File: src/hdl/dpwm_map.vh
/*
 register offsets, field positions, reset values and timing counts for the dual pwm timer unit.
 assumes an 8-bit register port (address, write strobe, data in/out) driven on mclk.
*/
// Summary of operation
// two enableable pwm channels, own registers, 10-bit
// outputs held off until configuration load done
// bus loss after four schedules forces defaults
// remote node must send messages often enough
// 8-bit timer, readable, cleared on reset/off
// timer clock mclk/4, prescale 1/4/16
// timer counts from zero up to period
// reset sets period registers to all ones
// timer_on_bit at bit 7 enables timer
// prescaler cleared on control/count write, reset
// period equals (limit+1) times 4 times prescale
// after match clear timer, latch duty slave
// duty is master byte plus two low bits
// master writable anytime, applied at period end
// pin cleared when duty equals extended count
// duty beyond period keeps output high
// pin set at period start unless duty zero
// option bit 2 enables bus-loss default
`ifndef DPWM_MAP_VH
`define DPWM_MAP_VH
`define DPWM_ADDR_W 8
`define DPWM_TCON1_ADDR 8'h05
`define DPWM_TCON2_ADDR 8'h06
`define DPWM_PR1_ADDR 8'h07
`define DPWM_PR2_ADDR 8'h08
`define DPWM_DCH1_ADDR 8'h09
`define DPWM_DCH2_ADDR 8'h0a
`define DPWM_TMR1_ADDR 8'h0b
`define DPWM_TMR2_ADDR 8'h0c
`define DPWM_OPT2_ADDR 8'h0d
`define DPWM_ON_BIT 7
`define DPWM_PS_HI 5
`define DPWM_PS_LO 4
`define DPWM_DCL_HI 1
`define DPWM_DCL_LO 0
`define DPWM_TCON_MASK 8'hb3
`define DPWM_PDEF_BIT 2
`define DPWM_PR_RESET 8'hff
`define DPWM_ZERO8 8'h00
`define DPWM_ZERO2 2'h0
`define DPWM_ONE8 8'h01
`define DPWM_ONE4 4'h1
`define DPWM_PS_DIV1 2'h0
`define DPWM_PS_DIV4 2'h1
`define DPWM_LOSS_LIMIT 3'h4
`define DPWM_ONE3 3'h1
`define DPWM_QTICK_PRE 2'h2
`endif

File: src/hdl/dpwm_channel.v
/*
 one pwm channel: prescaler, 8-bit timer, double-buffered 10-bit duty compare.
 assumes qtick is a one-cycle pulse at mclk/4 and q_phase the quarter-cycle phase.
*/
`timescale 1ns/1ps
`include "dpwm_map.vh"
module dpwm_channel (
    input wire mclk,
    input wire rst,
    input wire qtick,
    input wire [1:0] q_phase,
    input wire run,
    input wire [1:0] prescale_sel,
    input wire [7:0] period_limit,
    input wire [9:0] duty_master,
    input wire tmr_wr,
    input wire ctl_wr,
    input wire [7:0] wr_data,
    output reg [7:0] pwm_timer_count,
    output reg pwm_out
);
    reg [3:0] ps_cnt;
    reg [7:0] duty_slave_high;
    reg [1:0] duty_low_bits;
    wire [3:0] ps_top;
    wire tmr_tick;
    wire [1:0] sub_bits;
    wire [9:0] ext_count;
    wire period_match;
    reg period_start;
    // divide-by-1/4/16 terminal counts
    assign ps_top = (prescale_sel == `DPWM_PS_DIV1) ? 4'h0 :
                    (prescale_sel == `DPWM_PS_DIV4) ? 4'h3 : 4'hf;
    assign tmr_tick = run & qtick & (ps_cnt == ps_top);
    // low compare bits come from the quarter clock at 1:1, else the prescaler
    assign sub_bits = (prescale_sel == `DPWM_PS_DIV1) ? q_phase :
                      (prescale_sel == `DPWM_PS_DIV4) ? ps_cnt[1:0] : ps_cnt[3:2];
    assign ext_count = {pwm_timer_count, sub_bits};
    // a count write wins over the match in the same cycle
    assign period_match = tmr_tick & ~tmr_wr & (pwm_timer_count == period_limit);

    always @(posedge mclk) begin
        if (rst || ctl_wr || tmr_wr || !run) begin
            ps_cnt <= 4'h0;
        end else if (qtick) begin
            ps_cnt <= (ps_cnt == ps_top) ? 4'h0 : ps_cnt + `DPWM_ONE4;
        end
    end

    always @(posedge mclk) begin
        if (rst) begin
            pwm_timer_count <= `DPWM_ZERO8;
            duty_slave_high <= `DPWM_ZERO8;
            duty_low_bits <= `DPWM_ZERO2;
        end else if (!run) begin
            pwm_timer_count <= `DPWM_ZERO8;
        end else if (tmr_wr) begin
            pwm_timer_count <= wr_data;
        end else if (period_match) begin
            pwm_timer_count <= `DPWM_ZERO8;
            duty_slave_high <= duty_master[9:2];
            duty_low_bits <= duty_master[1:0];
        end else if (tmr_tick) begin
            pwm_timer_count <= pwm_timer_count + `DPWM_ONE8;
        end
    end

    // set one cycle after the match so the registered clear gives exactly
    // duty steps of high time; the match cycle itself still compares
    always @(posedge mclk) begin
        if (rst || !run) begin
            period_start <= 1'b0;
            pwm_out <= 1'b0;
        end else begin
            period_start <= period_match;
            if (period_start) begin
                pwm_out <= ({duty_slave_high, duty_low_bits} != 10'h000);
            end else if ({duty_slave_high, duty_low_bits} == ext_count) begin
                // a duty beyond the period never matches, so the pin stays high
                pwm_out <= 1'b0;
            end
        end
    end
endmodule // dpwm_channel

File: src/hdl/dpwm_top.v
/*
 dual pwm timer unit: register file, quarter clock divider, bus-loss fallback, two channels.
 assumes register accesses and status strobes come from logic on mclk; only
 the configuration-done level is treated as same-domain too.
*/
`timescale 1ns/1ps
`include "dpwm_map.vh"
module dpwm_top (
    input wire mclk,
    input wire rst,
    input wire [7:0] reg_addr,
    input wire reg_wr,
    input wire [7:0] reg_wdata,
    output reg [7:0] reg_rdata,
    input wire config_done,
    input wire rx_valid_msg,
    input wire sched_tx,
    output reg pwm1_pin,
    output reg pwm1_pin_oe,
    output reg pwm2_pin,
    output reg pwm2_pin_oe,
    output reg comm_lost
);
    reg [7:0] timer1_control;
    reg [7:0] timer2_control;
    reg [7:0] period1_limit;
    reg [7:0] period2_limit;
    reg [7:0] duty1_high_byte;
    reg [7:0] duty2_high_byte;
    reg [7:0] option_config_two;
    reg [1:0] q_phase;
    reg qtick;
    reg [2:0] miss_cnt;
    reg cfg_loaded;
    wire [7:0] count1;
    wire [7:0] count2;
    wire out1;
    wire out2;
    wire run1;
    wire run2;
    wire [7:0] next_rdata;
    wire comm_loss_default_enable;

    assign comm_loss_default_enable = option_config_two[`DPWM_PDEF_BIT];
    assign run1 = cfg_loaded & ~comm_lost & timer1_control[`DPWM_ON_BIT];
    assign run2 = cfg_loaded & ~comm_lost & timer2_control[`DPWM_ON_BIT];

    always @(posedge mclk) begin
        if (rst) begin
            q_phase <= 2'h0;
            qtick <= 1'b0;
        end else begin
            q_phase <= q_phase + 2'h1;
            // tick lands as the phase wraps, so {count, phase} steps in order
            qtick <= (q_phase == `DPWM_QTICK_PRE);
        end
    end

    always @(posedge mclk) begin
        if (rst) begin
            cfg_loaded <= 1'b0;
        end else if (config_done) begin
            cfg_loaded <= 1'b1;
        end
    end

    // a valid message wins over a schedule in the same cycle
    always @(posedge mclk) begin
        if (rst) begin
            miss_cnt <= 3'h0;
            comm_lost <= 1'b0;
        end else if (rx_valid_msg || !comm_loss_default_enable) begin
            miss_cnt <= 3'h0;
        end else if (sched_tx && miss_cnt != `DPWM_LOSS_LIMIT) begin
            miss_cnt <= miss_cnt + `DPWM_ONE3;
            if (miss_cnt + `DPWM_ONE3 == `DPWM_LOSS_LIMIT) begin
                comm_lost <= 1'b1;
            end
        end
    end

    always @(posedge mclk) begin
        if (rst) begin
            timer1_control <= `DPWM_ZERO8;
            timer2_control <= `DPWM_ZERO8;
            period1_limit <= `DPWM_PR_RESET;
            period2_limit <= `DPWM_PR_RESET;
            duty1_high_byte <= `DPWM_ZERO8;
            duty2_high_byte <= `DPWM_ZERO8;
            option_config_two <= `DPWM_ZERO8;
        end else if (comm_lost) begin
            // fallback restores the control and period defaults and disables both channels; duty registers keep their values, option stays writable
            timer1_control <= `DPWM_ZERO8;
            timer2_control <= `DPWM_ZERO8;
            period1_limit <= `DPWM_PR_RESET;
            period2_limit <= `DPWM_PR_RESET;
            if (reg_wr && reg_addr == `DPWM_OPT2_ADDR) begin
                option_config_two <= reg_wdata;
            end
        end else if (reg_wr) begin
            case (reg_addr)
                `DPWM_TCON1_ADDR: timer1_control <= reg_wdata & `DPWM_TCON_MASK;
                `DPWM_TCON2_ADDR: timer2_control <= reg_wdata & `DPWM_TCON_MASK;
                `DPWM_PR1_ADDR: period1_limit <= reg_wdata;
                `DPWM_PR2_ADDR: period2_limit <= reg_wdata;
                `DPWM_DCH1_ADDR: duty1_high_byte <= reg_wdata;
                `DPWM_DCH2_ADDR: duty2_high_byte <= reg_wdata;
                `DPWM_OPT2_ADDR: option_config_two <= reg_wdata;
                default: ;
            endcase
        end
    end

    assign next_rdata = (reg_addr == `DPWM_TCON1_ADDR) ? timer1_control :
                        (reg_addr == `DPWM_TCON2_ADDR) ? timer2_control :
                        (reg_addr == `DPWM_PR1_ADDR) ? period1_limit :
                        (reg_addr == `DPWM_PR2_ADDR) ? period2_limit :
                        (reg_addr == `DPWM_DCH1_ADDR) ? duty1_high_byte :
                        (reg_addr == `DPWM_DCH2_ADDR) ? duty2_high_byte :
                        (reg_addr == `DPWM_TMR1_ADDR) ? count1 :
                        (reg_addr == `DPWM_TMR2_ADDR) ? count2 :
                        (reg_addr == `DPWM_OPT2_ADDR) ? option_config_two : `DPWM_ZERO8;

    always @(posedge mclk) begin
        if (rst) begin
            reg_rdata <= `DPWM_ZERO8;
            pwm1_pin <= 1'b0;
            pwm2_pin <= 1'b0;
            pwm1_pin_oe <= 1'b0;
            pwm2_pin_oe <= 1'b0;
        end else begin
            reg_rdata <= next_rdata;
            pwm1_pin <= out1 & run1;
            pwm2_pin <= out2 & run2;
            // pins stay driven once configured; undriven before then
            pwm1_pin_oe <= cfg_loaded;
            pwm2_pin_oe <= cfg_loaded;
        end
    end

    dpwm_channel u_ch1 (
        .mclk(mclk),
        .rst(rst),
        .qtick(qtick),
        .q_phase(q_phase),
        .run(run1),
        .prescale_sel(timer1_control[`DPWM_PS_HI:`DPWM_PS_LO]),
        .period_limit(period1_limit),
        .duty_master({duty1_high_byte, timer1_control[`DPWM_DCL_HI:`DPWM_DCL_LO]}),
        .tmr_wr(reg_wr && !comm_lost && reg_addr == `DPWM_TMR1_ADDR),
        .ctl_wr(reg_wr && reg_addr == `DPWM_TCON1_ADDR),
        .wr_data(reg_wdata),
        .pwm_timer_count(count1),
        .pwm_out(out1)
    );

    dpwm_channel u_ch2 (
        .mclk(mclk),
        .rst(rst),
        .qtick(qtick),
        .q_phase(q_phase),
        .run(run2),
        .prescale_sel(timer2_control[`DPWM_PS_HI:`DPWM_PS_LO]),
        .period_limit(period2_limit),
        .duty_master({duty2_high_byte, timer2_control[`DPWM_DCL_HI:`DPWM_DCL_LO]}),
        .tmr_wr(reg_wr && !comm_lost && reg_addr == `DPWM_TMR2_ADDR),
        .ctl_wr(reg_wr && reg_addr == `DPWM_TCON2_ADDR),
        .wr_data(reg_wdata),
        .pwm_timer_count(count2),
        .pwm_out(out2)
    );
endmodule // dpwm_top

File: config.mk
export PLATFORM = sky130hd
export DESIGN_NAME = dpwm_top
export DESIGN_NICKNAME = d
export VERILOG_FILES = /design/src/hdl/dpwm_channel.v /design/src/hdl/dpwm_top.v
export VERILOG_INCLUDE_DIRS = /design/src /design/src/hdl
export SDC_FILE = /design/constraint.sdc
export NUM_CORES = 1
export LEC_CHECK = 0
export BUFFER_PORTS_ARGS = -buffer_cell sky130_fd_sc_hd__buf_2
export CAP_MARGIN = 20
export CORE_MARGIN = 4
export CORE_UTILIZATION = 50
export CTS_CLUSTER_SIZE = 8
export DETAILED_ROUTE_END_ITERATION = 10
export PLACE_DENSITY = 0.78
export SLEW_MARGIN = 40
export SYNTH_ARGS = -nofsm -noshare
export SYNTH_HDL_FRONTEND = slang
export SYNTH_HIERARCHICAL = 1
export SYNTH_SLANG_ARGS = --single-unit
File: constraint.sdc
create_clock -name mclk -period 6.4 [get_ports mclk]
set_clock_uncertainty 0.2 [all_clocks]
set_input_delay 1.28 -clock mclk [delete_from_list [all_inputs] [get_ports mclk]]
set_output_delay 1.28 -clock mclk [all_outputs]
set_load 0.03 [all_outputs]
==> Yosys cells after proc, flatten, opt, wreduce, memory -nomap -nowiden <==
Cells that the tools add are included.
{ "word_totals": {"regBits": 117, "out_inout_bits": 13, "inputBits": 22} }
{ "op_classes": {"n_eq_ne": 21, "n_addsub": 6, "muxes": 33, "bitwise_logic": 19, "reduce_logical": 45} }
{ "op_table": {"columns": ["cell", "count"], "rows": [
  ["$mux W8", 19],
  ["$eq A8 B4 Y1 const B", 6],
  ["$eq A8 B3 Y1 const B", 3],
  ["$mux W4", 6],
  ["$eq A10 B10 Y1", 2],
  ["$reduce_bool A10 Y1", 2],
  ["$reduce_and A3 Y1", 6],
  ["$add A8 B1 Y8 const B", 2],
  ["$eq A8 B8 Y1", 2],
  ["$and A1 B1 Y1", 13],
  ["$logic_or A1 B1 Y1", 9],
  ["$add A4 B1 Y4 const B", 2],
  ["$eq A4 B4 Y1", 2],
  ["$mux W2", 4],
  ["$reduce_and A2 Y1", 4],
  ["$reduce_bool A2 Y1", 4],
  ["$reduce_or A2 Y1", 4],
  ["$logic_and A1 B1 Y1", 7],
  ["$not A1 Y1", 6],
  ["$reduce_bool A3 Y1", 2],
  ["$eq A2 B1 Y1 const B", 2],
  ["$logic_not A1 Y1", 4],
  ["$logic_not A2 Y1", 2],
  ["$mux W1", 4],
  ["other kinds (7)", 7]
]} }

==> Logic depth before layout (Yosys ltp) <==
Gate-level depths: netlist of the first run.
{ "logic_depth": {"depth_word": 10, "mapped_depth": 11, "ltp_nobuf": 7} }

==> Hierarchy <==
The synthesis of the first run kept the hierarchy.
{ "modules_own_cells": {"columns": ["mod", "cells_each", "seq_area_each_um2", "n_inst", "area_each_um2"], "rows": [
  ["dpwm_top", 338, 1381.3, 1, 3169.3],
  ["dpwm_channel", 176, 480.5, 2, 1418.9]
]} }

==> Worst setup path before layout of the first run <==
No wires, ideal clock.
{ "synth_path": {"kind": "input to register", "startpoint": "in reg_addr[0]", "endpoint": "reg u_ch2.duty_low_bits[1]", "required_time_ps": 6068, "path_stages": 11, "arrival_time_ps": 3468, "setup_slack_ps": 2600, "setup_time_ps": 132, "n_path_buf": 5, "path_cell_list": "clkbuf_1 clkbuf_1 buf_1 nor2_1 nor4b_1 clkbuf_1 nor2_1 nand3_1 clkbuf_1 o21ai_0 a21oi_1"} }
{ "synth_via": {"elab_chain_cells": 6} }
{ "synth_rtl": {"columns": ["element", "line_no", "rtl"], "rows": [
  ["start: declaration", "dpwm_top.v:11", "input wire [7:0] reg_addr,"],
  ["$eq A8 B4 Y1 (no line) *", null, null],
  ["$logic_and A1 B1 Y1 (no line) *", null, null],
  ["$not A1 Y1 (no line) *", null, null],
  ["$and A1 B1 Y1 (2 in a row)", "dpwm_channel.v:40", "assign period_match = tmr_tick & ~tmr_wr & (pwm_timer_count == period_limit);"],
  ["$reduce_and A3 Y1 (no line) *", null, null],
  ["end signal: assignment", "dpwm_channel.v:54", "duty_low_bits <= `DPWM_ZERO2;"],
  ["end signal: assignment", "dpwm_channel.v:62", "duty_low_bits <= duty_master[1:0];"],
  ["end: declaration", "dpwm_channel.v:24", "reg [1:0] duty_low_bits;"]
]} }
Every way passes the cells marked *; elsewhere a longest branch is shown, timed or not.
A chain may end at the register's enable or synchronous reset.

==> Final worst setup path of the first run <==
{ "layout_path": {"startpoint": "in reg_addr[0]", "endpoint": "reg u_ch1.pwm_timer_count[7]"} }
{ "layout_via": {"elab_chain_cells": 7, "elab_cells_between_ends": 8, "classes_between": "eq/ne (1); mux (2); bitwise (3); reduce/logical (2)"} }
{ "layout_rtl": {"columns": ["element", "line_no", "rtl"], "rows": [
  ["$eq A8 B4 Y1 (no line) *", null, null],
  ["$logic_and A1 B1 Y1 (no line) *", null, null],
  ["$not A1 Y1", "dpwm_channel.v:40", null],
  ["$and A1 B1 Y1 (2 in a row)", "dpwm_channel.v:40", null],
  ["$mux W8", "dpwm_channel.v:59", "end else if (period_match) begin"],
  ["$mux W8", "dpwm_channel.v:57", "end else if (tmr_wr) begin"],
  ["end signal: assignment", "dpwm_channel.v:56", "pwm_timer_count <= `DPWM_ZERO8;"],
  ["end signal: assignment", "dpwm_channel.v:58", "pwm_timer_count <= wr_data;"],
  ["end signal: assignment", "dpwm_channel.v:60", "pwm_timer_count <= `DPWM_ZERO8;"],
  ["end: declaration", "dpwm_channel.v:19", "output reg [7:0] pwm_timer_count,"]
]} }
Marked as above.

==> key figures, run 1 <==
Min path
  • Hold Path Class: reg -> reg
  • Hold Startpoint: q_phase[0]$_SDFF_PP0_

Synth
  • Avg Cell Area, Syn: 8.71 µm²
  • Mapped cell area: 0.00601 mm²
  • Most area-consuming cells after synthesis: dfxtp_1, mux2i_1, o21ai_0, nand3_1, xnor2_1
  • Synth warn: 6
  • Syn Nets: 720
  • Count of cell types in the netlist: 57
  • Area leader, netlist: dfxtp_1
  • Gate Count Post-Synth: 690
  • EDFF count, synth: 0
  • Sequential share of the synthesized area: 0.390
  • Synthesized flop and latch total: 117
  • Yosys top cell area share: 0.390
  • Main synth FF type: dfxtp_1
  • FFs w/ async S/R, synth: 0

Global route
  • Vias in the first global route: 5,060
  • Initial antenna violation count: 0
  • Largest net degree at the start of global routing: 64
  • Total GRT Usage: 0.245
  • First-pass GRT wire length: 27.2 mm
  • Grt total ovfl: 0

Worst setup path
  • Reg2Reg Setup Slack: 3420 ps
  • Critical Path Fanout Max: 38
  • Worst setup path startpoint: reg_addr[0]
  • Worst path arrival time: 4260 ps
  • R2r startpoint: comm_lost$_SDFFE_PP0P_
  • Worst EP required: 6550 ps
  • CP startpoint kind: input pin
  • WS Path Type: in -> reg
  • Element type at the critical path end: register

Drt
  • Wire length on met2: 7.81 mm
  • Drc violations: 0
  • Antenna-violating nets left: 0
  • Post-DR vias/cell: 6.39
  • Wire length per cell: 19.7 µm
  • Top sig layer: met4
  • Met3 WL: 1.39 mm
  • Via count: 5,504
  • First-pass DRT Iterations: 7
  • Initial DRC Count: 565
  • M1 WL: 7.30 mm
  • Drt total wl: 17.0 mm

Die
  • Die height: 118 µm
  • Core ar.: 0.0116 mm²
  • Die area: 0.0138 mm²
  • Io pins: 35
  • Starting Density: 0.519
  • # rows: 39
  • Die width: 118 µm

Clock tree
  • TritonCTS Buffers: 17
  • # hold bufs at CTS: 0
  • Root Buffer: clkbuf_16
  • Cts repair resizes: 0
  • Worst-Skew Late Latency: 430 ps
  • H-tree depth: 4
  • Clk slew on worst S/H paths: 50 ps
  • CTS tree: yes
  • CTS max path bufs: 2
  • Post-CTS Setup Bufs: 0
  • Number of clock sinks: 117

Placed design
  • PortBufs: 34
  • HPWL after DPL: 11.8 mm
  • Routability cong.: 0.947

Cells and area
  • ANT cells: 0
  • Final Core Density: 0.591
  • Fraction of layout cells with a size suffix above 1: 0.135
  • Multi-input gate area: 0.00347 mm²
  • Most frequent cells in the layout: dfxtp_1, o21ai_0, mux2i_1
  • Sequential Area: 0.00234 mm²
  • Area grow syn2layout: 13.8%
  • Filler Cells Inserted: 975
  • Final nets: 735
  • Leading cell type in the layout, fill and taps excluded: dfxtp_1

Timing
  • Max_slew headroom: 0.466
  • Max-slew violation count: 0
  • Tightest Pin Transition: 795 ps
  • Setup TNS: 0 ps
  • Period utilisation layout: 0.643
  • RSZ-0062 raised after global routing: no
  • Setup violators final: 0
  • Peak Freq: 0.243 GHz
  • Final hold violations: 0
  • Tmin final: 4110 ps

Flow run
  • Maxcap violations: 0

Pwr
  • Peak supply drop: 0.190 mV
  • Leak Pwr: 0.00258 µW
  • Power Density: 260 mW/mm²

Outcome
  • Status: complete, no violations
area by class of cell:
type / instances / area share
Tap cell: 143 / 0.0262
Inverter: 16 / 0.00879
Sequential cell: 117 / 0.343
Multi-Input combinational cell: 517 / 0.507
Clock buffer: 22 / 0.0694
Clock inverter: 10 / 0.0187
Timing Repair Buffer: 36 / 0.0271
metal layers:
layer | up-vias | track usage
met5 | - | 0
met4 | 0 | 0.101
met3 | 43 | 0.0625
met2 | 282 | 0.383
met1 | 2618 | 0.323
li1 | 2561 | -
report_power, final:
part	internal (µW)	leakage (µW)	switching, µW
clock network	637	0.000299	330
logic	24.0	0.00133	49.8
registers	732	0.000944	4.21
stage by stage:
step                      hold WS [ps]  total power [µW]  cell area (µm²)  cells  setup WS [ps]
after floorplan                    224               797             6010    690           2600
after global placement             271               821             6210    829           1870
after detailed placement           286               823             6210    829           1580
after CTS                          298              1780             6810    861           2010
after global routing               314              1830             6840    861           2070
final                              288              1780             6840    861           2290
synthesized netlist by cell type, types with 3 or more instances:
library cell and count:
inv_1 16, nand4_1 7, buf_2 11, or4_1 9, and3_1 10, mux2_2 11
nor4b_1 3, ha_1 8, nand3b_1 4, nand3_1 45, nand2b_1 8, a22oi_1 5
nand4_2 3, nor4_2 3, nor3b_1 3, or3_1 4, a221oi_1 3, xnor2_1 24
nand4b_1 4, mux2i_1 51, o21ai_0 54, o22ai_1 6, nor3_1 15, a31oi_1 28
nor2_1 47, clkbuf_1 26, nand2_1 43, xor2_1 23, a21oi_1 29, nor2b_1 10
o32ai_1 5, nor4_1 8, dfxtp_1 117, and3b_1 3, o21ai_1 8
state kept, by name, summed over array words and instances (netlist names), 5 cells and up:
register	flops
option_config_two	8
u_ch1/duty_slave_high	8
u_ch2/pwm_timer_count	8
period2_limit	8
period1_limit	8
u_ch1/pwm_timer_count	8
reg_rdata	8
timer1_control	5
u_ch2/duty_slave_high	8
duty1_high_byte	8
timer2_control	5
duty2_high_byte	8
critical path, stage by stage:
cell and delay, ps:
buf_2 530, nand2_1 150, nor2_1 350, nor3b_2 570
nor2_1 240, and3_1 360, or4_1 550, a31oi_1 210
cell families after synthesis:
kind of cell | Yosys count | share of synthesized area
DFF | 117 | 0.390
adders and majority gates | 8 | 0.0167
muxes | 62 | 0.106
buffers and inverters | 56 | 0.0379
xor gates and xnor gates | 47 | 0.0685
AOI/OAI and AO/OA | 162 | 0.164
and+or+nand+nor | 238 | 0.217
final timing paths:
path	to	cells after the start
max	u_ch1/pwm_timer_count[7]$_SDFFE_PP0P_	8
min	q_phase[0]$_SDFF_PP0_	1
max reg2reg	u_ch1/pwm_timer_count[7]$_SDFFE_PP0P_	6
min reg2reg	q_phase[0]$_SDFF_PP0_	1
Power figures use the tool's default switching activity.
==> run 2, diff against run 1 <==
==> constraint.sdc (replaced) <==
create_clock -name mclk -period 4 [get_ports mclk]
set_clock_uncertainty 0.2 [all_clocks]
set_input_delay 0.8 -clock mclk [delete_from_list [all_inputs] [get_ports mclk]]
set_output_delay 0.8 -clock mclk [all_outputs]
set_load 0.03 [all_outputs]
==> run 2 against run 1 <==
Effect of this change:
- global-route usage is 0.31 points lower
- worst setup slack lost 1500 ps
- clock-buffer cell count is the same
- design area rose by 0.75%
- core utilization rose by 0.44 points
- register-to-register slack worse by 2200 ps
- combinational power up 63%
- total power rose by 66%
- flip-flop and latch count unchanged
- sequential share of layout area down 0.26 points
- non-clock buffer count rose by 4
- critical path depth decreased by 1
- critical endpoint is now u_ch2/pwm_timer_count[7]$_SDFFE_PP0P_
- highest routed layer unchanged
==> key figures, run 2 (synthesis gave the netlist of run 1 again) <==
Outcome
  • Status: complete, no violations

Placed design
  • Routability cong.: 0.963 (+1.7%)
  • Dpl ws: 417 ps (-1170 ps)
  • Placed cell area: 0.00624 mm² (+0.40%)
  • Placed Cells: 833 (+0.48%)
  • HPWL after DPL: 11.7 mm (-0.63%)
  • PortBufs: 34 (unchanged)

Clock tree
  • Cts repair resizes: 0 (unchanged)
  • TritonCTS Buffers: 17 (unchanged)
  • Post-CTS Setup Bufs: 0 (unchanged)
  • Clk slew on worst S/H paths: 60 ps (about the same)
  • Number of clock sinks: 117 (unchanged)
  • # hold bufs at CTS: 0 (unchanged)
  • CTS max path bufs: 2 (unchanged)
  • Root Buffer: clkbuf_16
  • H-tree depth: 4 (unchanged)
  • CTS tree: yes
  • Worst-Skew Late Latency: 420 ps (about the same)

Cells and area
  • Filler Cells Inserted: 979 (+0.41%)
  • Most frequent cells in the layout: dfxtp_1, o21ai_0, mux2i_1
  • Final nets: 739 (+0.54%)
  • Fin cells: 864 (+0.35%)
  • Area grow syn2layout: 14.6%
  • Final Core Density: 0.595 (+0.00444)
  • Design area: 0.00689 mm² (+0.75%)
  • ANT cells: 0 (unchanged)
  • Leading cell type in the layout, fill and taps excluded: dfxtp_1
  • Fraction of layout cells with a size suffix above 1: 0.140 (+0.00499)

Pwr
  • Clk pwr share: 0.559 (+0.015)
  • Sequential power share: 0.400 (-0.014)
  • Power Density: 427 mW/mm² (+64%)
  • Peak supply drop: 0.257 mV (+35%)
  • Combinational cell fraction of total power: 0.041 (about the same)
  • Net Sw Power: 615 µW (+60%)
  • Switching Share: 0.209 (-0.00705)
  • Pint: 2330 µW (+67%)
  • Leak Pwr: 0.00261 µW (+1.5%)

Global route
  • Vias in the first global route: 5,280 (+4.3%)
  • Initial antenna violation count: 0 (unchanged)
  • Total GRT Usage: 0.242 (-0.00306)
  • Grt total ovfl: 0 (unchanged)
  • First-pass GRT wire length: 27.3 mm (+0.53%)
  • Largest net degree at the start of global routing: 32 (-50%)

Timing
  • Setup TNS: 0 ps (unchanged)
  • Final hold violations: 0 (unchanged)
  • Max_slew headroom: 0.444 (-0.0221)
  • Period utilisation layout: 0.801
  • Max-slew violation count: 0 (unchanged)
  • Tmin final: 3200 ps
  • RSZ-0062 raised after global routing: no
  • Tightest Pin Transition: 832 ps (+36.7 ps)
  • Setup violators final: 0 (unchanged)
  • Final setup margin: 795 ps (-1490 ps)
  • Peak Freq: 0.312 GHz

Drt
  • Wire length per cell: 19.4 µm (-1.7%)
  • Drt total wl: 16.8 mm (-1.4%)
  • Initial DRC Count: 660 (+17%)
  • Post-DR vias/cell: 6.45 (+0.87%)
  • Via count: 5,571 (+1.2%)
  • Antenna-violating nets left: 0 (unchanged)
  • Drc violations: 0 (unchanged)
  • First-pass DRT Iterations: 6 (-1)

Worst setup path
  • CP top delay family: simple AND/OR/NAND/NOR gates
  • Slowest CP cell: or4_1
  • CP startpoint kind: input pin
  • CP cell instances: buf_2 -> or4_1 -> nor4b_1 -> nor2_1 -> and3_1 -> or4_1 -> a31oi_1
  • Critical Path Fanout Max: 13 (-66%)
  • Worst EP required: 4140 ps (-2410 ps)
  • Element type at the critical path end: register
  • Critical path buffers and inverters: 1 (unchanged)
  • Worst path arrival time: 3340 ps (-920 ps)
  • WS Path Type: in -> reg
  • Worst path max stage delay: 690 ps (+120 ps)
  • Critical path depth: 7 (-1)
  • Cell mode on critical path: or4_1
  • Worst Reg-to-Reg Cells: 5 (-1)

Die
  • Io pins: 35 (unchanged)
  • Die area: 0.0138 mm² (unchanged)
  • Die height: 118 µm (unchanged)
  • Core ar.: 0.0116 mm² (unchanged)
  • Die width: 118 µm (unchanged)
  • Starting Density: 0.519 (unchanged)
  • # rows: 39 (unchanged)

Flow run
  • Maxcap violations: 0 (unchanged)

Min path
  • Hold path depth: 1 (unchanged)
  • Hold Path Class: reg -> reg
## run 2: changes by cell type in the layout (fill, tap and decap cells not counted), moves of 2 or more
cell,change
buf_4,+4
clkbuf_8,+2
clkinv_2,-2
clkbuf_1,-2
## run 2: power by group through the flow
stage	registers (µW)	clock network, µW	logic, µW
floorplan	1200	0	74.8
global placement	1200	0	113
detailed placement	1200	0	116
CTS	1180	1660	117
global route	1180	1710	131
finish	1180	1640	120
## run 2: area by class of cell
type,count,area (µm²),share of cell area
Clock inverter,9,148,0.0214
Inverter,16,60.1,0.00872
Tap cell,143,179,0.0260
Clock buffer,22,494,0.0718
Sequential cell,117,2340,0.340
Multi-Input combinational cell,517,3450,0.501
Timing Repair Buffer,40,215,0.0312
## run 2: path summary, 6_finish.rpt
kind | slack, ps | from | to
max | 800 | reg_addr[5] | u_ch2/pwm_timer_count[7]$_SDFFE_PP0P_
min | 280 | q_phase[0]$_SDFF_PP0_ | q_phase[0]$_SDFF_PP0_
max reg2reg | 1250 | u_ch1/pwm_timer_count[2]$_SDFFE_PP0P_ | u_ch1/pwm_timer_count[6]$_SDFFE_PP0P_
min reg2reg | 280 | q_phase[0]$_SDFF_PP0_ | q_phase[0]$_SDFF_PP0_
## run 2: per-stage QoR
step	power [µW]	hold WS, ps
2_1_floorplan	1270	224
3_3_place_gp	1310	269
3_5_place_dp	1320	272
4_1_cts	2950	284
5_1_grt	3020	289
6_report	2940	277
## run 2: routing by layer
metal,share of wire,vias to the layer above,GRT usage
li1,-,2580,-
met1,0.42,2637,0.319
met2,0.46,302,0.380
met3,0.082,52,0.0452
met4,0.037,0,0.122
met5,0,-,0
## run 2: worst reg2reg max path: stages, from the launching register on
cell	delay, ps
dfxtp_1	560
xor2_1	120
nor3_1	610
nand3_1	640
a41oi_1	400
a21oi_1	100
==> run 3, diff against run 2 <==
--- a/config.mk
+++ b/config.mk
@@ -6,6 +6,7 @@
 export SDC_FILE = /design/constraint.sdc
 export NUM_CORES = 1
 export LEC_CHECK = 0
+export ABC_AREA = 1
 export BUFFER_PORTS_ARGS = -buffer_cell sky130_fd_sc_hd__buf_2
 export CAP_MARGIN = 20
 export CORE_MARGIN = 4
==> constraint.sdc (replaced) <==
create_clock -name mclk -period 3.06 [get_ports mclk]
set_clock_uncertainty 0.2 [all_clocks]
set_input_delay 0.612 -clock mclk [delete_from_list [all_inputs] [get_ports mclk]]
set_output_delay 0.612 -clock mclk [all_outputs]
set_load 0.03 [all_outputs]
==> run 3 against run 2 <==
Effect of this change:
- sequential share of layout area fell by 3.1 points
- global-route usage is 0.98 points higher
- largest cell class unchanged
- worst setup slack lost 150 ps
- sequential power increased by 31%
- combinational power up 21%
- first-iteration DRC count rose by 23%
==> key figures, run 3 <==
Worst setup path
  • Worst reg2reg endpoint: u_ch1/duty_slave_high[0]$_SDFFE_PP0P_
  • Worst setup path startpoint: comm_lost$_SDFFE_PP0P_
  • Reg2Reg Setup Slack: 640 ps (-610 ps)
  • WS Path Type: reg -> reg
  • CP startpoint kind: register
  • Worst path arrival time: 2510 ps (-830 ps)
  • Worst EP required: 3150 ps (-990 ps)
  • Critical Path Fanout Max: 20 (+7)
  • R2r startpoint: comm_lost$_SDFFE_PP0P_
  • Worst Reg-to-Reg Cells: 11 (+6)
  • Element type at the critical path end: register

Global route
  • Initial antenna violation count: 0 (unchanged)
  • Vias in the first global route: 5,939 (+12%)
  • First-pass GRT wire length: 29.9 mm (+9.2%)
  • Grt total ovfl: 0 (unchanged)
  • Largest net degree at the start of global routing: 25 (-22%)
  • Total GRT Usage: 0.252 (+0.00980)

Synth
  • Most common cell in the synthesized netlist: nand2_1
  • EDFF count, synth: 0 (unchanged)
  • Synthesized flop and latch total: 117 (unchanged)
  • Post-synth top cells: nand2_1, inv_1, dfxtp_1
  • Yosys top cell area share: 0.348 (-0.0422)
  • Gate Count Post-Synth: 1,018 (+48%)
  • Avg Cell Area, Syn: 6.62 µm² (-24%)
  • Area leader, netlist: dfxtp_1
  • Main synth FF type: dfxtp_1
  • Count of cell types in the netlist: 40 (-30%)
  • Syn Nets: 1,048 (+46%)
  • Sequential share of the synthesized area: 0.348 (-0.0422)
  • Mapped cell area: 0.00674 mm² (+12%)
  • Synth warn: 6 (unchanged)
  • FFs w/ async S/R, synth: 0 (unchanged)
  • Most area-consuming cells after synthesis: dfxtp_1, nand2_1, nand3_1, inv_1, a21oi_1

Cells and area
  • ANT cells: 0 (unchanged)
  • Leading cell type in the layout, fill and taps excluded: nand2_1
  • Area grow syn2layout: 12.6%
  • Most frequent cells in the layout: nand2_1, inv_1, dfxtp_1
  • Fraction of layout cells with a size suffix above 1: 0.127 (-0.0132)
  • Final Core Density: 0.573 (-0.0227)
  • Final nets: 1,073 (+45%)

Clock tree
  • Root Buffer: clkbuf_16
  • H-tree depth: 4 (unchanged)
  • Worst-Skew Late Latency: 420 ps (about the same)
  • CTS tree: yes
  • Post-CTS Setup Bufs: 0 (unchanged)
  • CTS max path bufs: 2 (unchanged)
  • Number of clock sinks: 117 (unchanged)
  • TritonCTS Buffers: 17 (unchanged)
  • Cts repair resizes: 0 (unchanged)
  • Clk slew on worst S/H paths: 50 ps (about the same)
  • # hold bufs at CTS: 0 (unchanged)

Timing
  • Max-slew violation count: 0 (unchanged)
  • Peak Freq: 0.413 GHz
  • RSZ-0062 raised after global routing: no
  • Max_slew headroom: 0.597 (+0.154)
  • Tightest Pin Transition: 604 ps (-229 ps)
  • Final hold violations: 0 (unchanged)
  • Setup violators final: 0 (unchanged)
  • Tmin final: 2420 ps
  • Period utilisation layout: 0.790
  • Hold WS: 213 ps (-64.0 ps)
  • Setup TNS: 0 ps (unchanged)

Pwr
  • Power Density: 499 mW/mm² (+17%)
  • Switching Share: 0.212 (+0.00310)
  • Clk pwr share: 0.555 (-0.004)
  • Leak Pwr: 0.00338 µW (+29%)
  • Peak supply drop: 0.434 mV (+69%)
  • Combinational cell fraction of total power: 0.038 (-0.003)
  • Sequential power share: 0.407 (+0.007)
  • Net Sw Power: 802 µW (+30%)
  • Final Power: 3780 µW (+29%)
  • Pint: 2980 µW (+28%)

Min path
  • Hold Startpoint: config_done
  • Hold path depth: 3 (+2)
  • Hold Path Class: in -> reg
  • WHS Endpoint: cfg_loaded$_SDFFE_PP0P_

Placed design
  • Routability cong.: 0.968 (+0.47%)
  • PortBufs: 34 (unchanged)
  • HPWL after DPL: 13.1 mm (+12%)

Flow run
  • Maxcap violations: 0 (unchanged)

Drt
  • Drc violations: 0 (unchanged)
  • Via count: 6,703 (+20%)
  • Wire length per cell: 14.9 µm (-23%)
  • Initial DRC Count: 809 (+23%)
  • First-pass DRT Iterations: 5 (-1)
  • Antenna-violating nets left: 0 (unchanged)
  • Post-DR vias/cell: 5.44 (-16%)
  • Drt total wl: 18.4 mm (+9.7%)

Die
  • Die width: 124 µm (+5.5%)
  • # rows: 42 (+7.7%)
  • Die height: 124 µm (+5.5%)
  • Starting Density: 0.509 (-0.0108)
  • Io pins: 35 (unchanged)
  • Core ar.: 0.0132 mm² (+15%)
  • Die area: 0.0154 mm² (+11%)

Outcome
  • Status: complete, no violations
-- run 3: cell families after synthesis --
| group | share of synthesized area |
|---|---|
| xor+xnor | 0.0273 |
| mux | 0.00297 |
| simple gates | 0.379 |
| buf+inv | 0.119 |
| flops | 0.348 |
| fa+ha+maj | 0.0149 |
| compound gates | 0.109 |
-- run 3: metal layers --
metal / global-route usage / vias to the layer above / wire [µm]
li1: - / 3334 / -
met1: 0.333 / 2981 / 7940
met2: 0.389 / 344 / 8300
met3: 0.0609 / 44 / 1610
met4: 0.114 / 0 / 536
met5: 0 / - / 0
-- run 3: cell type report --
type	instances	area, µm²
Timing Repair Buffer	42	230
Tap cell	176	220
Clock inverter	7	116
Inverter	152	571
Sequential cell	117	2340
Fill cell	1261	5660
Multi-Input combinational cell	713	3590
Clock buffer	25	515
-- run 3: power by group through the flow --
stage	registers, µW	logic (µW)	clock network, µW
floorplan	1570	79.4	0
global placement	1570	140	0
detailed placement	1570	141	0
CTS	1540	142	2120
global route	1540	160	2180
finish	1540	145	2100
-- run 3: per-stage QoR --
stage,cell area (µm²),setup slack [ps],cells
floorplan,6740,813,1018
global placement,6950,392,1200
detailed placement,6950,422,1200
CTS,7580,746,1232
global route,7580,481,1232
finish,7580,641,1232
-- run 3: worst max-delay path, cell delays in order (launching register included) --
cell,delay (ps)
dfxtp_1,550
nor2_1,110
inv_1,240
nor3_1,150
a21oi_1,140
nand2_1,80
nor2_2,90
nand3_2,160
inv_2,290
nand3b_1,130
nand2_1,80
nor2_1,60
-- run 3: worst max path at each step --
stage | end | slack [ps] | cells past startpoint
final | u_ch1/duty_slave_high[0]$_SDFFE_PP0P_ | 640 | 11
after global routing | u_ch1/duty_slave_high[6]$_SDFFE_PP0P_ | 480 | 11
after CTS | u_ch1/duty_slave_high[0]$_SDFFE_PP0P_ | 750 | 11
after detailed placement | u_ch2/ps_cnt[0]$_SDFFE_PP0P_ | 420 | 10
after global placement | u_ch2/ps_cnt[0]$_SDFFE_PP0P_ | 390 | 10
after floorplan | u_ch2/pwm_timer_count[7]$_SDFFE_PP0P_ | 810 | 11
